`config.mk`:
```
export PLATFORM = sky130hd
export DESIGN_NAME = ttxlm_core
export DESIGN_NICKNAME = d
export VERILOG_FILES = /design/src/common/ttxlm_pkg.sv /design/src/core/ttxlm_core.sv
export SDC_FILE = /design/constraint.sdc
export NUM_CORES = 1
export LEC_CHECK = 0
export ABC_AREA = 0
export BUFFER_PORTS_ARGS = -buffer_cell sky130_fd_sc_hd__buf_2
export CAP_MARGIN = 10
export CORE_MARGIN = 5
export CORE_UTILIZATION = 56
export CTS_CLUSTER_DIAMETER = 60
export CTS_CLUSTER_SIZE = 12
export DETAILED_ROUTE_END_ITERATION = 10
export GPL_TIMING_DRIVEN = 0
export PLACE_DENSITY = 0.85
export SYNTH_ARGS = -nofsm -noshare
export SYNTH_HDL_FRONTEND = slang
export SYNTH_SLANG_ARGS = --single-unit
```
`constraint.sdc`:
```
create_clock -name i_sys_clk -period 3.2 [get_ports i_sys_clk]
set_input_delay 0 -clock i_sys_clk [delete_from_list [all_inputs] [get_ports i_sys_clk]]
set_output_delay 0 -clock i_sys_clk [all_outputs]
set_load 0.01 [all_outputs]
```
`src/common/ttxlm_pkg.sv`:
```
/*
 * Package of the teletext line mask and status readback block: subaddresses, field layout of the
 * status byte, reset values, window offsets and the bundles that travel between ports.
 * Assumes the serial control port decoder outside hands over whole bytes with their subaddress.
 */
package ttxlm_pkg;

   // Slave address at which the status byte is read.
   localparam logic [7:0] READ_SLAVE_ADDR   = 8'h89;

   // Subaddresses seen by this block.
   localparam logic [7:0] SUB_STATUS        = 8'h00;
   localparam logic [7:0] SUB_CC_ODD_0      = 8'h67;
   localparam logic [7:0] SUB_CC_ODD_1      = 8'h68;
   localparam logic [7:0] SUB_CC_EVEN_0     = 8'h69;
   localparam logic [7:0] SUB_CC_EVEN_1     = 8'h6a;
   localparam logic [7:0] SUB_MASK_LOW      = 8'h7e;
   localparam logic [7:0] SUB_MASK_HIGH     = 8'h7f;

   // Status byte fields.
   localparam int STAT_VERSION_MSB          = 7;
   localparam int STAT_VERSION_LSB          = 5;
   localparam int STAT_ODD_CC_DONE          = 4;
   localparam int STAT_EVEN_CC_DONE         = 3;
   localparam int STAT_UNUSED               = 2;
   localparam int STAT_SEQ_FIRST            = 1;
   localparam int STAT_FIELD_EVEN           = 0;

   // Reset values.
   localparam logic [7:0] MASK_LOW_RESET    = 8'h00;
   localparam logic [7:0] MASK_HIGH_RESET   = 8'h00;
   localparam logic       CC_DONE_RESET     = 1'b1;

   // Masked line range, counted at 50 Hz field rate.
   localparam logic [8:0] MASK_FIRST_LINE   = 9'h005;
   localparam logic [8:0] MASK_LAST_LINE    = 9'h014;
   localparam int         MASK_BITS         = 16;

   // Window code offsets.
   localparam logic [8:0] FIRST_OFS_M       = 9'h004;
   localparam logic [8:0] FIRST_OFS_OTHER   = 9'h001;
   localparam logic [8:0] LAST_OFS_M        = 9'h003;
   localparam logic [8:0] LAST_OFS_OTHER    = 9'h000;

   // Colour field sequence lengths.
   localparam logic [3:0] SEQ_LEN_NTSC      = 4'h4;
   localparam logic [3:0] SEQ_LEN_PAL       = 4'h8;
   localparam logic [3:0] SEQ_LEN_SECAM     = 4'hc;

   typedef enum logic [1:0] {
      STD_NTSC  = 2'b00,
      STD_PAL   = 2'b01,
      STD_SECAM = 2'b10
   } ttxlm_std_e;

   // Teletext request window codes, nine bits each.
   typedef struct packed {
      logic [8:0] odd_first;
      logic [8:0] odd_last;
      logic [8:0] even_first;
      logic [8:0] even_last;
   } ttxlm_window_s;

   // Byte written through the serial control port.
   typedef struct packed {
      logic       strobe;
      logic [7:0] subaddr;
      logic [7:0] data;
   } ttxlm_write_s;

   // Video timing seen by the block.
   typedef struct packed {
      logic       field_start;
      logic       field_even;
      logic [8:0] line_num;
   } ttxlm_timing_s;

endpackage : ttxlm_pkg

```
`src/core/ttxlm_core.sv`:
```
/*
 * Teletext line mask and status readback of the video encoder register logic.
 * Assumes a serial control port decoder that presents each written byte with its subaddress as a
 * one-cycle strobe, and each read request with its slave address; video timing arrives synchronous
 * to i_sys_clk with line numbers already counted at 50 Hz field rate.
 */
// Contract
// - One mask bit per line 5 to 20 suppresses teletext on that line in both fields.
// - Bit index follows 50 Hz line numbering whatever the video standard.
// - Mask only acts on lines already inside the odd or even request window.
// - Status byte is answered at read slave address 89h; host reads it there.
// - Status bits 7 to 5 hold a fixed version code.
// - Odd caption done clears on caption writes 67h/68h, sets once encoded.
// - Even caption done clears on caption writes 69h/6Ah, sets once encoded.
// - Status bit 2 always reads zero.
// - Status bit 1 high only in first field of 4, 8 or 12 field sequence.
// - Status bit 0 is one during even field, zero during odd field.
// - Even window first line is code plus one, or plus four on M systems.
`timescale 1ns/1ps
module ttxlm_core #(
   parameter logic [2:0] VERSION_CODE = 3'h5  // Value is arbitrary.
) (
   input  wire logic                    i_sys_clk,
   input  wire logic                    i_rst_b,
   input  wire ttxlm_pkg::ttxlm_write_s i_write,
   input  wire logic                    i_read,
   input  wire logic [7:0]              i_read_slave_addr,
   input  wire ttxlm_pkg::ttxlm_timing_s i_timing,
   input  wire ttxlm_pkg::ttxlm_std_e   i_video_std,
   input  wire logic                    i_m_system,
   input  wire ttxlm_pkg::ttxlm_window_s i_window,
   input  wire logic                    i_odd_cc_encoded,
   input  wire logic                    i_even_cc_encoded,
   output logic [7:0]                   o_read_data,
   output logic                         o_read_ack,
   output logic                         o_teletext_line_enable,
   output logic [7:0]                   o_encoder_status
);

   localparam int MASK_W = ttxlm_pkg::MASK_BITS;

   logic [7:0]  teletext_line_mask_low;
   logic [7:0]  teletext_line_mask_high;
   logic [7:0]  next_teletext_line_mask_low;
   logic [7:0]  next_teletext_line_mask_high;

   logic        odd_caption_done;
   logic        even_caption_done;
   logic        next_odd_caption_done;
   logic        next_even_caption_done;

   logic [3:0]  field_count;
   logic [3:0]  next_field_count;
   logic        sequence_first_field;
   logic        next_sequence_first_field;
   logic        field_even;
   logic        next_field_even;

   logic [7:0]  next_read_data;
   logic        next_read_ack;
   logic        next_teletext_line_enable;
   logic [7:0]  encoder_status;

   logic [MASK_W-1:0] line_mask;
   logic [MASK_W-1:0] line_hit;
   logic [3:0]  seq_len;
   logic [8:0]  odd_window_first_line;
   logic [8:0]  odd_window_last_line;
   logic [8:0]  even_window_first_line;
   logic [8:0]  even_window_last_line;
   logic        in_odd_window;
   logic        in_even_window;
   logic        line_masked;

   logic        wr_mask_low;
   logic        wr_mask_high;
   logic        wr_cc_odd;
   logic        wr_cc_even;
   logic        rd_status;

   // Subaddress and slave address decode of the serial control port.
   always_comb begin
      wr_mask_low  = i_write.strobe && i_write.subaddr == ttxlm_pkg::SUB_MASK_LOW;
      wr_mask_high = i_write.strobe && i_write.subaddr == ttxlm_pkg::SUB_MASK_HIGH;
      wr_cc_odd    = i_write.strobe && (i_write.subaddr == ttxlm_pkg::SUB_CC_ODD_0 ||
                                        i_write.subaddr == ttxlm_pkg::SUB_CC_ODD_1);
      wr_cc_even   = i_write.strobe && (i_write.subaddr == ttxlm_pkg::SUB_CC_EVEN_0 ||
                                        i_write.subaddr == ttxlm_pkg::SUB_CC_EVEN_1);
      rd_status    = i_read && i_read_slave_addr == ttxlm_pkg::READ_SLAVE_ADDR;
   end

   // Mask registers written through the serial control port.
   always_comb begin
      next_teletext_line_mask_low  = teletext_line_mask_low;
      next_teletext_line_mask_high = teletext_line_mask_high;
      if (wr_mask_low) begin
         next_teletext_line_mask_low = i_write.data;
      end
      if (wr_mask_high) begin
         next_teletext_line_mask_high = i_write.data;
      end
   end

   always_ff @(posedge i_sys_clk or negedge i_rst_b) begin
      if (!i_rst_b) begin
         teletext_line_mask_low  <= ttxlm_pkg::MASK_LOW_RESET;
         teletext_line_mask_high <= ttxlm_pkg::MASK_HIGH_RESET;
      end else begin
         teletext_line_mask_low  <= next_teletext_line_mask_low;
         teletext_line_mask_high <= next_teletext_line_mask_high;
      end
   end

   // Caption completion flags; an encode event in the same cycle as a write wins.
   always_comb begin
      next_odd_caption_done  = odd_caption_done;
      next_even_caption_done = even_caption_done;
      if (wr_cc_odd) begin
         next_odd_caption_done = 1'b0;
      end
      if (i_odd_cc_encoded) begin
         next_odd_caption_done = 1'b1;
      end
      if (wr_cc_even) begin
         next_even_caption_done = 1'b0;
      end
      if (i_even_cc_encoded) begin
         next_even_caption_done = 1'b1;
      end
   end

   always_ff @(posedge i_sys_clk or negedge i_rst_b) begin
      if (!i_rst_b) begin
         odd_caption_done  <= ttxlm_pkg::CC_DONE_RESET;
         even_caption_done <= ttxlm_pkg::CC_DONE_RESET;
      end else begin
         odd_caption_done  <= next_odd_caption_done;
         even_caption_done <= next_even_caption_done;
      end
   end

   // Field sequence and parity tracking.
   always_comb begin
      unique case (i_video_std)
         ttxlm_pkg::STD_NTSC:  seq_len = ttxlm_pkg::SEQ_LEN_NTSC;
         ttxlm_pkg::STD_PAL:   seq_len = ttxlm_pkg::SEQ_LEN_PAL;
         ttxlm_pkg::STD_SECAM: seq_len = ttxlm_pkg::SEQ_LEN_SECAM;
         default:              seq_len = ttxlm_pkg::SEQ_LEN_PAL;
      endcase
   end

   always_comb begin
      next_field_count          = field_count;
      next_sequence_first_field = sequence_first_field;
      next_field_even           = field_even;
      if (i_timing.field_start) begin
         if (field_count >= seq_len - 4'h1) begin
            next_field_count = 4'h0;
         end else begin
            next_field_count = 4'(field_count + 4'h1);
         end
         next_sequence_first_field = (next_field_count == 4'h0);
         next_field_even           = i_timing.field_even;
      end
   end

   always_ff @(posedge i_sys_clk or negedge i_rst_b) begin
      if (!i_rst_b) begin
         field_count          <= 4'h0;
         sequence_first_field <= 1'b0;
         field_even           <= 1'b0;
      end else begin
         field_count          <= next_field_count;
         sequence_first_field <= next_sequence_first_field;
         field_even           <= next_field_even;
      end
   end

   // Status byte assembly.
   always_comb begin
      encoder_status = 8'h00;
      encoder_status[ttxlm_pkg::STAT_VERSION_MSB:ttxlm_pkg::STAT_VERSION_LSB] = VERSION_CODE;
      encoder_status[ttxlm_pkg::STAT_ODD_CC_DONE]  = odd_caption_done;
      encoder_status[ttxlm_pkg::STAT_EVEN_CC_DONE] = even_caption_done;
      encoder_status[ttxlm_pkg::STAT_UNUSED]       = 1'b0;
      encoder_status[ttxlm_pkg::STAT_SEQ_FIRST]    = sequence_first_field;
      encoder_status[ttxlm_pkg::STAT_FIELD_EVEN]   = field_even;
   end

   // Read answer at the transmitter slave address; other addresses get no answer.
   always_comb begin
      next_read_ack  = 1'b0;
      next_read_data = o_read_data;
      if (rd_status) begin
         next_read_ack  = 1'b1;
         next_read_data = encoder_status;
      end
   end

   always_ff @(posedge i_sys_clk or negedge i_rst_b) begin
      if (!i_rst_b) begin
         o_read_ack       <= 1'b0;
         o_read_data      <= 8'h00;
         o_encoder_status <= 8'h00;
      end else begin
         o_read_ack       <= next_read_ack;
         o_read_data      <= next_read_data;
         o_encoder_status <= encoder_status;
      end
   end

   // Teletext request windows.
   always_comb begin
      if (i_m_system) begin
         odd_window_first_line  = 9'(i_window.odd_first  + ttxlm_pkg::FIRST_OFS_M);
         odd_window_last_line   = 9'(i_window.odd_last   + ttxlm_pkg::LAST_OFS_M);
         even_window_first_line = 9'(i_window.even_first + ttxlm_pkg::FIRST_OFS_M);
         even_window_last_line  = 9'(i_window.even_last  + ttxlm_pkg::LAST_OFS_M);
      end else begin
         odd_window_first_line  = 9'(i_window.odd_first  + ttxlm_pkg::FIRST_OFS_OTHER);
         odd_window_last_line   = 9'(i_window.odd_last   + ttxlm_pkg::LAST_OFS_OTHER);
         even_window_first_line = 9'(i_window.even_first + ttxlm_pkg::FIRST_OFS_OTHER);
         even_window_last_line  = 9'(i_window.even_last  + ttxlm_pkg::LAST_OFS_OTHER);
      end
      in_odd_window  = !i_timing.field_even &&
                       i_timing.line_num >= odd_window_first_line &&
                       i_timing.line_num <= odd_window_last_line;
      in_even_window = i_timing.field_even &&
                       i_timing.line_num >= even_window_first_line &&
                       i_timing.line_num <= even_window_last_line;
   end

   // Per-line mask decode, one mask bit per line from 5 upward.
   assign line_mask = {teletext_line_mask_high, teletext_line_mask_low};

   for (genvar g = 0; g < MASK_W; g++) begin : g_line
      assign line_hit[g] = line_mask[g] &&
                           (i_timing.line_num == ttxlm_pkg::MASK_FIRST_LINE + 9'(g));
   end

   always_comb begin
      line_masked               = |line_hit;
      next_teletext_line_enable = (in_odd_window || in_even_window) && !line_masked;
   end

   always_ff @(posedge i_sys_clk or negedge i_rst_b) begin
      if (!i_rst_b) begin
         o_teletext_line_enable <= 1'b0;
      end else begin
         o_teletext_line_enable <= next_teletext_line_enable;
      end
   end

endmodule : ttxlm_core

```
# Word-level counts from Yosys, hierarchy flattened
# Index checks and enable logic that the tools add are counted.
dict set report totals {
  reg_bits 36
}
dict set report classes {
  order_cmp 5
  add_sub_neg 8
  reduce_logical 36
  mux 12
  eq_ne 24
}
# op count
set op_table {}
lappend op_table {{9-bit by 4-bit == test with 1-bit output (second input constant)} 8}
lappend op_table {{8-bit by 7-bit == test with 1-bit output (second input constant)} 6}
lappend op_table {{9-bit by 5-bit == test with 1-bit output (second input constant)} 5}
lappend op_table {{9-bit two-way mux} 4}
lappend op_table {{9-bit by 3-bit == test with 1-bit output (second input constant)} 3}
lappend op_table {{1-bit logical AND} 26}
lappend op_table {{9-bit by 1-bit adder with 9-bit output (second input constant)} 2}
lappend op_table {{9-bit by 2-bit adder with 9-bit output (second input constant)} 2}
lappend op_table {{9-bit by 3-bit adder with 9-bit output (second input constant)} 2}
lappend op_table {{9-bit >= comparator} 2}
lappend op_table {{9-bit <= comparator} 2}
lappend op_table {{16-bit OR reduction} 1}
lappend op_table {{8-bit == test (second input constant)} 1}
lappend op_table {{4-bit two-way mux} 2}
lappend op_table {{4-bit one-hot mux with 2 select lines} 1}
lappend op_table {{1-bit two-way mux} 5}
lappend op_table {{4-bit by 1-bit adder with 4-bit output (second input constant)} 1}
lappend op_table {{4-bit >= comparator} 1}
lappend op_table {{4-bit logical NOT} 1}
lappend op_table {{2-bit nonzero test} 2}
lappend op_table {{4-bit by 1-bit subtractor with 4-bit output (second input constant)} 1}
lappend op_table {{1-bit logical OR} 3}
lappend op_table {{2-bit == test (second input constant)} 1}
lappend op_table {{1-bit logical NOT} 2}
lappend op_table {{2-bit logical NOT} 1}

# Logic depth before layout (Yosys ltp)
dict set report logic_depth {
  word_depth 7
  mapped_depth 13
}

# Worst setup path after synthesis
# Ideal clock, no wire load.
dict set report synth_path {
  path_kind {in2reg}
  start {in i_m_system}
  end {reg o_teletext_line_enable}
  stages 12
  arrival_time_ps 1959
  path_buffers 1
  setup_slack_ps 1175
  required_ps 3134
  path_cell_list {clkbuf_1 -> and3_1 -> nand3_1 -> nor2_1 -> xnor2_1 -> ha_1 -> a211oi_1 -> nor2_1 -> nor4b_1 -> o21ai_0 -> a22oi_1 -> o32a_1}
}
dict set report synth_between {
  elab_chain_cells 6
  elab_cells_between_ends 14
}
# element line
set synth_rtl {}
lappend synth_rtl {{from (decl)} ttxlm_core.sv:30} ;# input wire logic i_m_system,
lappend synth_rtl {{9-bit two-way mux} ttxlm_core.sv:214} ;# if (i_m_system) begin
lappend synth_rtl {{9-bit >= comparator, on equally long branches} {ttxlm_core.sv:226, ttxlm_core.sv:229}}
lappend synth_rtl {{1-bit logical AND, on equally long branches} {ttxlm_core.sv:225, ttxlm_core.sv:228}}
lappend synth_rtl {{1-bit logical AND, on equally long branches} {ttxlm_core.sv:226, ttxlm_core.sv:229}}
lappend synth_rtl {{1-bit logical OR (*)} ttxlm_core.sv:243} ;# next_teletext_line_enable = (in_odd_window || in_even_window) && !line_masked;
lappend synth_rtl {{1-bit logical AND (*)} ttxlm_core.sv:243}
lappend synth_rtl {{net next_teletext_line_enable} ttxlm_core.sv:61} ;# logic next_teletext_line_enable;
lappend synth_rtl {{to (signal assigned)} ttxlm_core.sv:250} ;# o_teletext_line_enable <= next_teletext_line_enable;
lappend synth_rtl {{to (decl)} ttxlm_core.sv:36} ;# output logic o_teletext_line_enable,
# Mark *: on every way through the listed nets, which the timed path passes. The rest lies on a longest branch.
# A chain may end at the register's enable or synchronous reset.

# Worst setup path in the final report
# Same ends and word-level chain as after synthesis.

==> results.toml <==
[status]
outcome = "complete, no violations"

[timing]
report.final.hold_viol_count = 0
min_period_ns = 2.251
slew_violations = 0
tightest_slew_ns = 0.7732
finalSetupViolCount = 0
fin_ws_ns = 0.9489
max_freq_mhz = 444.2
finClkSkew_ns = 0.002862
min_period_over_period_pct = 70.35
fin_hold_ws_ns = 0.06229
rsz0062_at_grt = "false"
tns_ns = 0
relSlewSlack_pct = 48.45

[power]
p_leak_uw = 0.001953
net-switching-power_uw = 442.0
power.density_nw_per_um2 = 359.5
intPower_uw = 952.0
p_clk_share_pct = 28.1
p_comb_share_pct = 32.4
peakVddDrop_v = 0.0003644
seq_power_share_pct = 39.5
netSwitchingFraction_pct = 31.71

[route]
initialDrtViolationCount = 129
viasPerCell = 5.533
num_vias = 2855
post_drt_wl_per_cell_um = 15.07
final_antenna_net_count = 0
drc_errors = 0
drt-total-wl_um = 7774
first_pass_iters = 4

[cells_and_area]
final_cells = 516
drive_gt1_share_pct = 29.95
finalNetCount = 568
final_common_cell = "buf_2"
fillerInstances = 411
areaGrowthSynthToFinish_pct = 24.96
final_cell_mix = "91 x buf_2, 45 x ha_1, 34 x dfrtp_1, 32 x nand2_1, 26 x nor2_1"
diodes = 0

[grt]
grt_max_degree = 37
overflow = 0
grt_usage_pct = 22.12
grt_pass1_vias = 2966
grt_pass1_wl_um = 12950
grt_antenna_before_repair = 0

[die]
io_pins = 98
start_util_pct = 57.05
die_x_um = 84.44
core_um2 = 5439
die_area_um2 = 7130
die-height_um = 84.44
rows = 27

[yosys]
synth_cell_types = 47
synthArstFlopShare_pct = 100.0
synth-compound-area-share_pct = 11.73
synth.avg_cell_area_um2 = 9.375
synth_area_um2 = 3103
ys_warn_count = 0
synth-edff-count = 0
synth_ff_type = "dfrtp_1"
syn-instance-count = 331
synthSimpleGateAreaFrac_pct = 18.19
synth_mux_area_share_pct = 9.637
yosysSeqAreaShare_pct = 29.11
synthAdderAreaFrac_pct = 18.15
yosys_register_bits = 36
synth_top_family_by_area = "simple AND/OR/NAND/NOR gates"
synth_xor_area_share_pct = 9.315

[clock_network]
clkTransAtPathRegs_ns = 0.07
cts_sinks = 36
cts_tree = "yes"
root_buffer = "clkbuf_8"
clk_path_buf_depth = 2
numCtsBuffers = 5
worstSkewPairLatency_ns = 0.29
cts-htree-levels = 2

[placement]
routabilityCongestion = 0.8209
pre_cts_ws_ns = 0.6797
numPortBuffers = 91
dp_hpwl_um = 6107
dp_cells = 497

[setup_path]
rrSetupSlack_ns = 1.43
start_kind = "primary input"
crit_path_end_kind = "flip-flop"
worst-setup-path-type = "in2reg"
cp_data_arrival_time_ns = 2.48
worstPathRequired_ns = 3.43
path_max_fanout = 10

[min_path]
hold_class = "in2reg"

[flow_run]
drv_cap = 0
==> worst paths after layout <==
path / startpoint / to / cells after the start
max in group asynchronous: i_rst_b / o_read_data[1] / 2
worst min-delay path: i_timing[9] / field_even / 2
worst min register to register: odd_caption_done / o_encoder_status[4] / 0
worst max-delay path: i_m_system / o_teletext_line_enable / 11
min in group asynchronous: i_rst_b / o_read_data[4] / 2
worst max register to register: field_count[2] / field_count[3] / 5
==> cell usage after synthesis, drive strengths merged, types with 2 or more instances <==
cell type	n	area share (%)
mux2i	7	2.3
nand4b	2	0.56
inv	9	1.1
nor2b	4	0.81
buf	9	2.2
o211ai	3	0.73
conb	2	0.24
xnor2	13	3.7
nand4	10	2.0
nor4b	4	1.3
a21oi	16	2.6
mux2	20	7.4
clkbuf	3	0.36
dfstp	2	1.7
nand2b	4	0.81
a211oi	4	0.97
nor4	2	0.40
nand2	32	3.9
a21o	6	1.5
nor3	5	0.97
ha	45	18
a221oi	2	0.77
dfrtp	34	27
nand3	13	2.1
nor2	26	3.1
o2111ai	2	0.56
o21ai	14	2.3
a22oi	2	0.48
xor2	20	5.6
o32a	2	0.69
and3	4	0.81
a31oi	2	0.40
==> power by group through the flow <==
stage	registers (uW)	clock network [uW]	logic, uW
2_1_floorplan	554	0	269
3_3_place_gp	554	0	413
3_5_place_dp	555	0	438
4_1_cts	549	397	452
5_1_grt	560	417	514
6_report	550	392	452
==> per-stage QoR <==
stage	instance area, um2	utilization [%]	total power, uW
2_1_floorplan	3114	-	823.3
3_3_place_gp	3660	67.29	967.2
3_5_place_dp	3660	67.29	992.9
4_1_cts	3877	71.29	1398
5_1_grt	3877	71.29	1491
6_report	3877	71.29	1394
==> critical path, cell delays in order <==
cell	delay [ns]
clkbuf_1	0.37
clkbuf_1	0.45
o211ai_1	0.19
xor2_1	0.19
ha_1	0.30
nand4_1	0.12
nor3_1	0.06
nor4b_1	0.27
o21ai_0	0.17
a22oi_1	0.17
o32a_1	0.18
==> flip-flops by register name, indices dropped and copies added, names as in the netlist <==
register / count
even_caption_done: 1
o_encoder_status: 5
field_count: 4
o_teletext_line_enable: 1
o_read_data: 5
odd_caption_done: 1
sequence_first_field: 1
field_even: 1
teletext_line_mask_low: 8
teletext_line_mask_high: 8
o_read_ack: 1
==> layout make-up <==
type | instances | area [um2] | share of cell area (%)
Sequential cell | 36 | 903.4 | 23.30
Clock inverter | 2 | 35.03 | 0.9035
Buffer | 12 | 78.83 | 2.033
Inverter | 9 | 33.78 | 0.8712
Timing Repair Buffer | 102 | 565.5 | 14.59
Multi-Input combinational cell | 277 | 2098 | 54.11
Tap cell | 72 | 90.09 | 2.323
Clock buffer | 6 | 72.57 | 1.872
==> cell families (layout without fill, tap and decap cells) <==
family,Yosys count,count (layout)
flops,36,36
simple gates,111,111
compound gates,56,56
fa+ha+maj,45,45
other cells,2,5
buf+inv,21,131
mux,27,27
xor+xnor,33,33
==> metal layers <==
layer / up-vias / global-route usage (%) / routed length, um
met1: 1336 / 24.24 / 3053
met4: 0 / 6.187 / 132
met5: - / 0 / 0
li1: 1417 / - / -
met2: 85 / 41.68 / 4072
met3: 17 / 5.888 / 516
==> timing repair <==
item / 4_1_cts / 5_1_grt
hold buffers: 11 / 0
setup buffers: 0 / 0
gates resized for setup: 0 / 0
endpoints found under the hold margin: 52 / 0
No activity file was read; power rests on OpenSTA's default activity.
